`config.mk`:
```
export PLATFORM = sky130hd
export DESIGN_NAME = rss_scan_ctrl
export DESIGN_NICKNAME = d
export VERILOG_FILES = /design/src/design/rss_pkg.sv /design/src/design/rss_scan_ctrl.sv
export SDC_FILE = /design/constraint.sdc
export NUM_CORES = 1
export LEC_CHECK = 0
export ABC_AREA = 1
export BUFFER_PORTS_ARGS = -buffer_cell sky130_fd_sc_hd__buf_2
export CELL_PAD_IN_SITES_DETAIL_PLACEMENT = 0
export CELL_PAD_IN_SITES_GLOBAL_PLACEMENT = 1
export CORE_MARGIN = 8
export CORE_UTILIZATION = 30
export CTS_CLUSTER_DIAMETER = 50
export CTS_CLUSTER_SIZE = 20
export DETAILED_ROUTE_END_ITERATION = 8
export GPL_TIMING_DRIVEN = 0
export PLACE_DENSITY = 0.7
export SKIP_CTS_REPAIR_TIMING = 1
export SLEW_MARGIN = 10
export SYNTH_ARGS = -nofsm -noshare
export SYNTH_HDL_FRONTEND = slang
export SYNTH_SLANG_ARGS = --single-unit
```
`constraint.sdc`:
```
create_clock -name sys_clk -period 3.9 [get_ports sys_clk]
set_clock_uncertainty 0.05 [all_clocks]
set_input_delay 0.39 -clock sys_clk [delete_from_list [all_inputs] [get_ports sys_clk]]
set_output_delay 0.39 -clock sys_clk [all_outputs]
set_load 0.1 [all_outputs]
```
`src/design/rss_pkg.sv`:
```
`default_nettype none
package rss_pkg;
  // Register byte offsets
  localparam logic [4:0] CMD_OFS = 5'h00; // Command code and argument
  localparam logic [4:0] STAT_OFS = 5'h04; // Busy, answer valid, route, short bits
  localparam logic [4:0] SETTLE_OFS = 5'h08; // Settling time in ms
  localparam logic [4:0] RESP0_OFS = 5'h0c; // Answer characters 0..3
  localparam logic [4:0] RESP1_OFS = 5'h10; // Answer characters 4..7
  localparam logic [4:0] RESP2_OFS = 5'h14; // Answer characters 8..9
  localparam logic [4:0] RLEN_OFS = 5'h18; // Answer length in characters
  // Command codes in the low byte of the command register
  localparam logic [7:0] OP_SCAN = 8'h01; // Scan all channels for shorts
  localparam logic [7:0] OP_EXT_SET = 8'h02; // Set routing relay, argument in bits 15:8
  localparam logic [7:0] OP_EXT_QUERY = 8'h03; // Report routing relay
  // Status field positions
  localparam int STAT_BUSY_BIT = 0;
  localparam int STAT_VALID_BIT = 1;
  localparam int STAT_EXT_BIT = 2;
  localparam int STAT_SHORT_LSB = 8;
  // Answer characters
  localparam logic [7:0] CH_OPEN = 8'h3c; // '<'
  localparam logic [7:0] CH_CLOSE = 8'h3e; // '>'
  localparam logic [7:0] CH_ZERO = 8'h30; // '0'
  localparam logic [7:0] CH_ONE = 8'h31; // '1'
  localparam logic [7:0] CH_O = 8'h4f; // 'O'
  localparam logic [7:0] CH_K = 8'h4b; // 'K'
  localparam int RESP_CHARS = 10; // Longest answer, the framed scan result
  // Reset values
  localparam logic [7:0] SETTLE_RESET_MS = 8'h05;
  localparam logic [7:0] SETTLE_MAX_MS = 8'h09; // Keeps eight channels inside the scan budget
  localparam logic EXT_RESET = 1'b1; // Lines idle high after init
  // Timing
  localparam int CLK_PERIOD_NS = 50;
  localparam int SCLK_HALF_NS = 500; // Least half period of the serial clock
  localparam int SCLK_HALF_CYC = (SCLK_HALF_NS + CLK_PERIOD_NS - 1) / CLK_PERIOD_NS;
  localparam int MS_NS = 1000000;
  localparam int CYC_PER_MS = MS_NS / CLK_PERIOD_NS;
  localparam int CLEAR_PULSE_NS = 1000; // Least width of the open-all pulse
  localparam int CLEAR_CYC = (CLEAR_PULSE_NS + CLK_PERIOD_NS - 1) / CLK_PERIOD_NS;
  localparam int SCAN_LIMIT_MS = 80; // Whole scan budget
  // Scan sequencer states
  typedef enum logic [2:0] {
    ST_IDLE = 3'b000,
    ST_BIT_HI = 3'b001,
    ST_BIT_LO = 3'b010,
    ST_SETTLE = 3'b011,
    ST_SAMPLE = 3'b100,
    ST_CLEAR = 3'b101,
    ST_DONE = 3'b110
  } rss_state_t;
endpackage : rss_pkg
`default_nettype wire

```
`src/design/rss_scan_ctrl.sv`:
```
// How it works
// - Scan channels 0..7, store bit 7-index, clear
// - Scan answer: eight ASCII bits in angle brackets
// - Route query answers framed '1' or '0'
// - Route mode switches channels to external instrument
// - Short flag high means low impedance short
// - Full scan finishes within 80 ms
//
// Chosen here: register access over Avalon-MM and the placing of the registers.
`timescale 1ns/10ps
`default_nettype none
module rss_scan_ctrl #(
  parameter int CYC_PER_MS = rss_pkg::CYC_PER_MS, // Shorten in simulation
  parameter int SCAN_LIMIT_CYC = rss_pkg::SCAN_LIMIT_MS * rss_pkg::CYC_PER_MS
) (
  input wire logic sys_clk,
  input wire logic rst,
  input wire logic [4:0] avs_address,
  input wire logic avs_read,
  input wire logic avs_write,
  input wire logic [31:0] avs_writedata,
  input wire logic [3:0] avs_byteenable,
  output logic [31:0] avs_readdata,
  output logic avs_waitrequest,
  output logic sclk,
  output logic dout,
  output logic relay_driver_select_n,
  output logic relay_open_all_line,
  output logic relay_close_all_line,
  output logic external_route_line,
  input wire logic short_detect_input
);

  // Turns a stored short bit into its answer character
  function automatic logic [7:0] asciiBit(input logic b);
    asciiBit = b ? rss_pkg::CH_ONE : rss_pkg::CH_ZERO;
  endfunction : asciiBit

  // Result position of a channel
  function automatic logic [2:0] bitPos(input logic [2:0] ch);
    bitPos = 3'h7 - ch;
  endfunction : bitPos

  rss_pkg::rss_state_t stateReg, stateNext; // Scan sequencer
  logic [2:0] chanReg, chanNext; // Channel being scanned
  logic [2:0] bitReg, bitNext; // Serial bit being shifted
  logic [23:0] timerReg, timerNext; // Down counter for every wait
  logic [7:0] shortReg; // Stored short bits, channel 0 in bit 7
  logic extReg; // Routing relay state
  logic [7:0] settleReg; // Settling time in ms
  logic [15:0] cmdReg; // Last command written
  logic busyReg; // Scan in progress
  logic validReg; // Answer ready to read
  logic [3:0] lenReg; // Answer length
  logic [7:0] respReg [0:rss_pkg::RESP_CHARS-1]; // Answer characters
  logic ackReg; // Second cycle of a bus access
  logic [31:0] rdReg; // Registered read data
  logic sclkReg, doutReg, selNReg, openNReg; // Registered pins
  logic [20:0] scanCycles; // Scan length, only watched by a check

  // Bus access decode: every access takes one wait state
  wire logic access = avs_read | avs_write;
  wire logic wrAck = avs_write & ackReg;
  wire logic lowLanes = &avs_byteenable[1:0];
  wire logic cmdAccept = wrAck & (avs_address == rss_pkg::CMD_OFS) & lowLanes & ~busyReg;
  wire logic settleWr = wrAck & (avs_address == rss_pkg::SETTLE_OFS) & avs_byteenable[0];
  wire logic [7:0] opWr = avs_writedata[7:0];
  wire logic [7:0] argWr = avs_writedata[15:8];
  wire logic argOk = (argWr == rss_pkg::CH_ZERO) | (argWr == rss_pkg::CH_ONE);
  wire logic isScan = opWr == rss_pkg::OP_SCAN;
  wire logic isExtSet = opWr == rss_pkg::OP_EXT_SET;
  wire logic isExtQuery = opWr == rss_pkg::OP_EXT_QUERY;
  wire logic timerDone = timerReg == 24'h000000;

  // Select pattern of the channel about to be shifted, only its bit low; built from the next channel
  // so a new frame never starts with the first bit of the channel before it
  wire logic [7:0] patternNext = ~(8'h01 << chanNext);
  wire logic frameNext = (stateNext == rss_pkg::ST_BIT_HI) | (stateNext == rss_pkg::ST_BIT_LO); // Select low
  wire logic [23:0] settleCyc = 24'(settleReg) * 24'(CYC_PER_MS);
  wire logic [31:0] statusWord = {16'h0000, shortReg, 5'h00, extReg, validReg, busyReg};

  // Read data selection; unmapped offsets read zero
  wire logic [31:0] rdMux =
    (avs_address == rss_pkg::CMD_OFS) ? {16'h0000, cmdReg} :
    (avs_address == rss_pkg::STAT_OFS) ? statusWord :
    (avs_address == rss_pkg::SETTLE_OFS) ? {24'h000000, settleReg} :
    (avs_address == rss_pkg::RESP0_OFS) ? {respReg[3], respReg[2], respReg[1], respReg[0]} :
    (avs_address == rss_pkg::RESP1_OFS) ? {respReg[7], respReg[6], respReg[5], respReg[4]} :
    (avs_address == rss_pkg::RESP2_OFS) ? {16'h0000, respReg[9], respReg[8]} :
    (avs_address == rss_pkg::RLEN_OFS) ? {28'h0000000, lenReg} : 32'h00000000;

  assign avs_waitrequest = access & ~ackReg;
  assign avs_readdata = rdReg;
  assign sclk = sclkReg;
  assign dout = doutReg;
  assign relay_driver_select_n = selNReg;
  assign relay_open_all_line = openNReg;
  assign relay_close_all_line = 1'b1; // Close-all is never used by this block
  assign external_route_line = extReg;

  // Bus handshake and read data capture
  always_ff @(posedge sys_clk) begin
    if (rst) begin
      ackReg <= 1'b0;
      rdReg <= 32'h00000000;
    end else begin
      ackReg <= access & ~ackReg;
      if (avs_read & ~ackReg) begin
        rdReg <= rdMux;
      end
    end
  end

  // Scan sequencer next state
  always_comb begin
    stateNext = stateReg;
    chanNext = chanReg;
    bitNext = bitReg;
    timerNext = timerDone ? timerReg : timerReg - 24'h000001;
    unique case (stateReg)
      rss_pkg::ST_IDLE: begin
        if (cmdAccept & isScan) begin
          stateNext = rss_pkg::ST_BIT_HI;
          chanNext = 3'h0;
          bitNext = 3'h7;
          timerNext = 24'(rss_pkg::SCLK_HALF_CYC - 1);
        end
      end
      rss_pkg::ST_BIT_HI: begin
        // Clock high with the bit held on the data line
        if (timerDone) begin
          stateNext = rss_pkg::ST_BIT_LO;
          timerNext = 24'(rss_pkg::SCLK_HALF_CYC - 1);
        end
      end
      rss_pkg::ST_BIT_LO: begin
        if (timerDone & (bitReg == 3'h0)) begin
          stateNext = rss_pkg::ST_SETTLE;
          timerNext = (settleCyc == 24'h000000) ? 24'h000000 : settleCyc - 24'h000001;
        end else if (timerDone) begin
          stateNext = rss_pkg::ST_BIT_HI;
          bitNext = bitReg - 3'h1;
          timerNext = 24'(rss_pkg::SCLK_HALF_CYC - 1);
        end
      end
      rss_pkg::ST_SETTLE: begin
        // Contacts bounce; sampling early would report a false open
        if (timerDone) begin
          stateNext = rss_pkg::ST_SAMPLE;
        end
      end
      rss_pkg::ST_SAMPLE: begin
        if (chanReg == 3'h7) begin
          stateNext = rss_pkg::ST_CLEAR;
          timerNext = 24'(rss_pkg::CLEAR_CYC - 1);
        end else begin
          stateNext = rss_pkg::ST_BIT_HI;
          chanNext = chanReg + 3'h1;
          bitNext = 3'h7;
          timerNext = 24'(rss_pkg::SCLK_HALF_CYC - 1);
        end
      end
      rss_pkg::ST_CLEAR: begin
        if (timerDone) begin
          stateNext = rss_pkg::ST_DONE;
        end
      end
      rss_pkg::ST_DONE: begin
        stateNext = rss_pkg::ST_IDLE;
      end
      default: begin
        stateNext = rss_pkg::ST_IDLE;
      end
    endcase
  end

  // Sequencer registers and pins; pins follow the next state so they never glitch
  always_ff @(posedge sys_clk) begin
    if (rst) begin
      stateReg <= rss_pkg::ST_IDLE;
      chanReg <= 3'h0;
      bitReg <= 3'h7;
      timerReg <= 24'h000000;
      sclkReg <= 1'b1;
      doutReg <= 1'b1;
      selNReg <= 1'b1;
      openNReg <= 1'b1;
    end else begin
      stateReg <= stateNext;
      chanReg <= chanNext;
      bitReg <= bitNext;
      timerReg <= timerNext;
      sclkReg <= stateNext != rss_pkg::ST_BIT_LO;
      selNReg <= ~frameNext;
      openNReg <= stateNext != rss_pkg::ST_CLEAR;
      // Data changes together with the rising clock edge; half a period of hold follows
      doutReg <= frameNext ? patternNext[bitNext] : 1'b1;
    end
  end

  // Short bits: a high flag means a short on the routed channel
  always_ff @(posedge sys_clk) begin
    if (rst) begin
      shortReg <= 8'h00;
    end else if (cmdAccept & isScan) begin
      shortReg <= 8'h00;
    end else if (stateReg == rss_pkg::ST_SAMPLE) begin
      shortReg[bitPos(chanReg)] <= short_detect_input;
    end
  end

  // Settling time, command, routing relay and busy flag
  always_ff @(posedge sys_clk) begin
    if (rst) begin
      settleReg <= rss_pkg::SETTLE_RESET_MS;
      cmdReg <= 16'h0000;
      extReg <= rss_pkg::EXT_RESET;
      busyReg <= 1'b0;
    end else begin
      if (settleWr) begin
        // Saturated so a scan cannot overrun its time budget
        settleReg <= (avs_writedata[7:0] > rss_pkg::SETTLE_MAX_MS) ?
                     rss_pkg::SETTLE_MAX_MS : avs_writedata[7:0];
      end
      if (cmdAccept) begin
        cmdReg <= avs_writedata[15:0];
      end
      if (cmdAccept & isExtSet & argOk) begin
        extReg <= argWr[0];
      end
      if (cmdAccept & isScan) begin
        busyReg <= 1'b1;
      end else if (stateReg == rss_pkg::ST_DONE) begin
        busyReg <= 1'b0;
      end
    end
  end

  // Answer buffer; a command written while busy is ignored
  always_ff @(posedge sys_clk) begin
    if (rst) begin
      validReg <= 1'b0;
      lenReg <= 4'h0;
      for (int i = 0; i < rss_pkg::RESP_CHARS; i++) begin
        respReg[i] <= 8'h00;
      end
    end else if (stateReg == rss_pkg::ST_DONE) begin
      validReg <= 1'b1;
      lenReg <= 4'ha;
      respReg[0] <= rss_pkg::CH_OPEN;
      for (int i = 0; i < 8; i++) begin
        respReg[i + 1] <= asciiBit(shortReg[7 - i]);
      end
      respReg[9] <= rss_pkg::CH_CLOSE;
    end else if (cmdAccept & isScan) begin
      validReg <= 1'b0;
    end else if (cmdAccept & isExtQuery) begin
      validReg <= 1'b1;
      lenReg <= 4'h3;
      respReg[0] <= rss_pkg::CH_OPEN;
      respReg[1] <= asciiBit(extReg);
      respReg[2] <= rss_pkg::CH_CLOSE;
    end else if (cmdAccept & isExtSet) begin
      validReg <= 1'b1;
      lenReg <= 4'h2;
      respReg[0] <= argOk ? rss_pkg::CH_O : rss_pkg::CH_CLOSE;
      respReg[1] <= argOk ? rss_pkg::CH_K : rss_pkg::CH_CLOSE;
    end else if (cmdAccept) begin
      validReg <= 1'b1;
      lenReg <= 4'h2;
      respReg[0] <= rss_pkg::CH_CLOSE;
      respReg[1] <= rss_pkg::CH_OPEN;
    end
  end

  // Scan length counter for the budget check
  always_ff @(posedge sys_clk) begin
    if (rst | ~busyReg) begin
      scanCycles <= 21'h000000;
    end else if (scanCycles != 21'h1fffff) begin
      scanCycles <= scanCycles + 21'h000001;
    end
  end

  chk_sample_bit_pos: assert property (@(posedge sys_clk) disable iff (rst)
    (stateReg == rss_pkg::ST_SAMPLE) |=> shortReg[bitPos($past(chanReg))] == $past(short_detect_input))
    else $error("short bit stored at wrong position");
  chk_short_level: assert property (@(posedge sys_clk) disable iff (rst)
    (stateReg == rss_pkg::ST_SAMPLE) && short_detect_input |=> shortReg != 8'h00)
    else $error("high short flag not recorded");
  chk_clear_relays: assert property (@(posedge sys_clk) disable iff (rst)
    (stateReg == rss_pkg::ST_SAMPLE) && (chanReg == 3'h7) |=> !relay_open_all_line [*2])
    else $error("relays not cleared after last channel");
  chk_scan_frame: assert property (@(posedge sys_clk) disable iff (rst)
    $fell(busyReg) |-> lenReg == 4'ha && respReg[0] == rss_pkg::CH_OPEN && respReg[9] == rss_pkg::CH_CLOSE)
    else $error("scan answer not framed");
  chk_scan_chars: assert property (@(posedge sys_clk) disable iff (rst)
    $fell(busyReg) |-> respReg[1] == asciiBit(shortReg[7]) && respReg[8] == asciiBit(shortReg[0]))
    else $error("scan answer characters wrong");
  chk_ext_query: assert property (@(posedge sys_clk) disable iff (rst)
    cmdAccept && isExtQuery |=> respReg[1] == asciiBit(external_route_line) && lenReg == 4'h3 && validReg)
    else $error("route query answer wrong");
  chk_ext_route: assert property (@(posedge sys_clk) disable iff (rst)
    cmdAccept && isExtSet && argWr == rss_pkg::CH_ONE |=> external_route_line [*1] ##1 external_route_line)
    else $error("route line not switched");
  chk_scan_budget: assert property (@(posedge sys_clk) disable iff (rst)
    busyReg |-> 32'(scanCycles) < 32'(SCAN_LIMIT_CYC))
    else $error("scan exceeded its time budget");

endmodule : rss_scan_ctrl
`default_nettype wire

```
==> summary.md <==
| Metric | Value |
|---|---|
| Top_reg_cell synth | `dfxtp_1` |
| Vias in the first global route | `7173` |
| Post-route DRC violation count | `0` |
| Worst VDD drop | `0.0002857 V` |
| Cell Area, Synth | `7817 um^2` |
| GRT Overall Usage | `15.05%` |
| Min Hold Slack | `0.1703 ns` |
| DP Area | `8568 um^2` |
| # nets final | `1335` |
| WL/cell | `15.10 um` |
| Initial DRC count | `365` |
| Die Area | `31480 um^2` |
| Largest net degree at the start of global routing | `17` |
| Global-route wire length before repair | `37.61 mm` |
| Initial antenna violation count | `0` |
| Inserted Clock Buffers | `17` |
| Pwr dens | `415.4 nW/um^2` |
| Setup-failing EPs final | `24` |
| Ys async rst share | `0%` |
| Total grt overflow | `0` |
| F_max | `0.2490 GHz` |
| Sequential power share | `33.7%` |
| CP Cell Sequence | `clkinvlp_4, ha_4, ha_4, inv_2, fa_1, fa_1, fa_2, inv_2, nor2_4, nand3_2, nor2_1, nand2_1, nor2_4, nand3_4, nor2_4, a21boi_4, buf_6, o21ai_4, a21oi_1` |
| Crit-path most repeated cell | `nor2_4` |
| CP bufs+invs | `4` |
| Status | `complete, but fails checks` |
| Row count | `59` |
| Fraction of layout cells with a size suffix above 1 | `23.17%` |
| Worst Max-Slew Pin Slew | `0.8032 ns` |
| CP Capture Type | `flop` |
| Switching part of the total power | `37.54%` |
| Final WS setup | `-0.1155 ns` |
| Post-route ant nets | `0` |
| Clk sinks | `118` |
| Logic gate share of total power | `29.9%` |
| Number of diodes | `0` |
| Final Cycle Share | `103.0%` |
| Area leader, netlist | `dfxtp_1` |
| Synth Area per Inst | `6.974 um^2` |
| DR vias/cell | `4.740` |
| Slowest CP cell | `fa_2` |
| Internal Pwr Total | `2.583 mW` |
| Net Switching | `1.552 mW` |
| Clock Latency Late Sink | `0.43 ns` |
| Worst Path Required | `4.13 ns` |
| CTS tree | `yes` |
| Via count | `7480` |
| Seq cells post-synth | `118` |
| Die Ht | `177.4 um` |
| Starting density of the core | `30.26%` |
| RSZ-0062 raised after global routing | `yes` |
| Routability cong. | `0.8614` |
| Worst setup path class | `flop to flop` |
| IO buf count | `55` |
| HPWL after DPL | `18.59 mm` |
| Overall routed net length | `23.83 mm` |
| Max FO, Critical Path | `4` |
| Synth top area cells | `dfxtp_1, nand2_1, nor2_1` |
| Core ar. | `25840 um^2` |
| Final Max Slew Viols | `0` |
| CTS HTree Levels | `4` |
| Post-synth top area share | `25.61%` |
| Clock tree buffer depth | `2` |
| Clock-pin slew on the worst setup and hold paths | `0.06 ns` |
| Clock power frac | `36.4%` |
| Synth Warn # | `0` |
| Worst setup SP type | `flop` |
| Cells after synthesis | `1121` |
| First-pass iteration count of the detailed router | `5` |
| Slowest Stage Delay on Critical Path | `0.56 ns` |
| Hold Path Class | `input port to flop` |
| Die X | `177.4 um` |
| Tmin final | `4.015 ns` |
| Num ports | `85` |
| Syn-to-layout area delta | `27.34%` |
| Seq/Total Area, Yosys | `32.52%` |
| Critical path arrival | `4.25 ns` |
| Final instance area | `9955 um^2` |
| LEAKAGE | `4.438 nW` |
| Number of synthesized flops with an enable pin | `18` |
| Root buffer cell | `clkbuf_16` |
| Worst slew margin | `46.45%` |
| Max-cap violation count | `0` |
| Violated checks | `setup timing` |
| Worst path top cell family by delay | `adder cells` |
| Library cells used by synthesis | `50` |
| Final Hold Fails | `0` |
[layout make-up]
type | instances | area, um^2
timing repair buffer | 84 | 515.5
clock buffer | 18 | 450.4
fill | 2750 | 15880
tap | 335 | 419.2
buffer | 36 | 196.4
inverter | 166 | 638.1
clock inverter | 14 | 111.4
multi-input combinational | 807 | 5059
sequential | 118 | 2565
[power groups by stage]
stage               clock [mW]  combinational [mW]  sequential, mW
floorplan                    0               0.901            1.45
global placement             0                1.19            1.42
detailed placement           0                1.19            1.42
CTS                       1.54                1.20            1.40
global route              1.59                1.39            1.40
finish                    1.51                1.24            1.39
[through the flow]
stage / utilization (%) / cells / power, mW / setup TNS (ns) / setup WS [ns]
2_1_floorplan: - / 1127 / 2.351 / 0 / 0.01105
3_3_place_gp: 33.16 / 1517 / 2.612 / -10.84 / -0.5314
3_5_place_dp: 33.16 / 1517 / 2.613 / -11.89 / -0.5827
4_1_cts: 35.34 / 1549 / 4.136 / -12.12 / -0.5853
5_1_grt: 38.53 / 1578 / 4.373 / -5.587 / -0.2928
6_report: 38.53 / 1578 / 4.135 / -1.977 / -0.1155
[layout by cell type, fill, tap and decap left out, types with 5 or more instances in the layout]
master       n
nor3_1      20
nand4_1     16
nand2_2     24
xnor2_1      8
buf_4       37
fa_1        11
a31oi_1      6
nor4_1       5
o211ai_1    18
ha_1        40
nor2_2       9
a21oi_2     20
dfxtp_4      6
nand3_2     13
nand2_1    202
inv_2       17
nand3_4      5
dfxtp_1     94
clkbuf_1    19
nor2_4      15
xor2_1      13
conb_1       8
buf_6        7
nor2_1     143
nand3_1     51
a21oi_1     61
edfxtp_1    18
inv_6        6
nand2_4     14
clkbuf_16   18
o21ai_0     55
ha_4         7
inv_1      141
buf_2       56
[cells in the mapped netlist, types with 3 or more instances]
cell	number
inv_2	7
or2_2	4
inv_1	154
nor3_2	4
nor4_1	5
o21bai_1	4
a21oi_2	11
ha_1	47
nand2_1	231
nor2_2	3
o21ai_0	57
xor2_1	15
nor2_4	4
xnor2_1	8
nand4_1	16
a31oi_1	6
clkbuf_1	19
buf_4	13
edfxtp_1	18
a21oi_1	72
nand3b_1	4
nand3_1	67
nor2_1	160
nor3_1	20
o22ai_1	3
nand2_2	8
fa_1	12
dfxtp_1	100
clkinv_1	4
o211ai_1	18
[worst register-to-register path: stages (launching register included)]
cell	delay, ns
dfxtp_4	0.37
clkinvlp_4	0.12
ha_4	0.26
ha_4	0.26
inv_2	0.03
fa_1	0.45
fa_1	0.51
fa_2	0.56
inv_2	0.05
nor2_4	0.13
nand3_2	0.08
nor2_1	0.12
nand2_1	0.10
nor2_4	0.14
nand3_4	0.10
nor2_4	0.17
a21boi_4	0.10
buf_6	0.14
o21ai_4	0.07
a21oi_1	0.08
[path summary, 6_finish.rpt]
path	start	to	slack, ns	cells after the start
worst max-delay path	settleReg[3]	timerReg[9]	-0.12	19
worst min-delay path	avs_writedata[13]	cmdReg[13]	0.17	3
worst max register to register	settleReg[3]	timerReg[9]	-0.12	19
worst min register to register	shortReg[3]	shortReg[3]	0.41	2
[layer usage]
metal,wire [um],part of all wire (%),global-route usage (%),vias to the layer above
met3,1098,4.6,2.787,32
met4,471,2.0,4.515,0
li1,-,-,-,3848
met1,11310,47,20.04,3423
met2,10950,46,24.35,177
met5,0,0,0,-
[state kept, by name, summed over array words and instances (netlist names)]
| register | cells |
|---|---|
| dout | 1 |
| chanReg | 3 |
| bitReg | 3 |
| timerReg | 24 |
| sclk | 1 |
| cmdReg | 16 |
| shortReg | 8 |
| external_route_line | 1 |
| lenReg | 3 |
| avs_readdata | 21 |
| relay_driver_select_n | 1 |
| busyReg | 1 |
| ackReg | 1 |
| relay_open_all_line | 1 |
| respReg | 21 |
| validReg | 1 |
| settleReg | 8 |
| stateReg | 3 |
[kinds of logic (layout without fill, tap and decap cells)]
| group | Yosys count | after routing | share of synthesized area, % |
|---|---|---|---|
| and+or+nand+nor | 533 | 533 | 29.90 |
| buffers and inverters | 202 | 318 | 10.48 |
| AOI/OAI and AO/OA | 184 | 184 | 13.83 |
| DFF | 118 | 118 | 32.52 |
| adders and majority gates | 59 | 59 | 10.60 |
| xor gates and xnor gates | 23 | 23 | 2.577 |
| other | 2 | 8 | 0.09607 |
(Power assumes the default switching activity.)
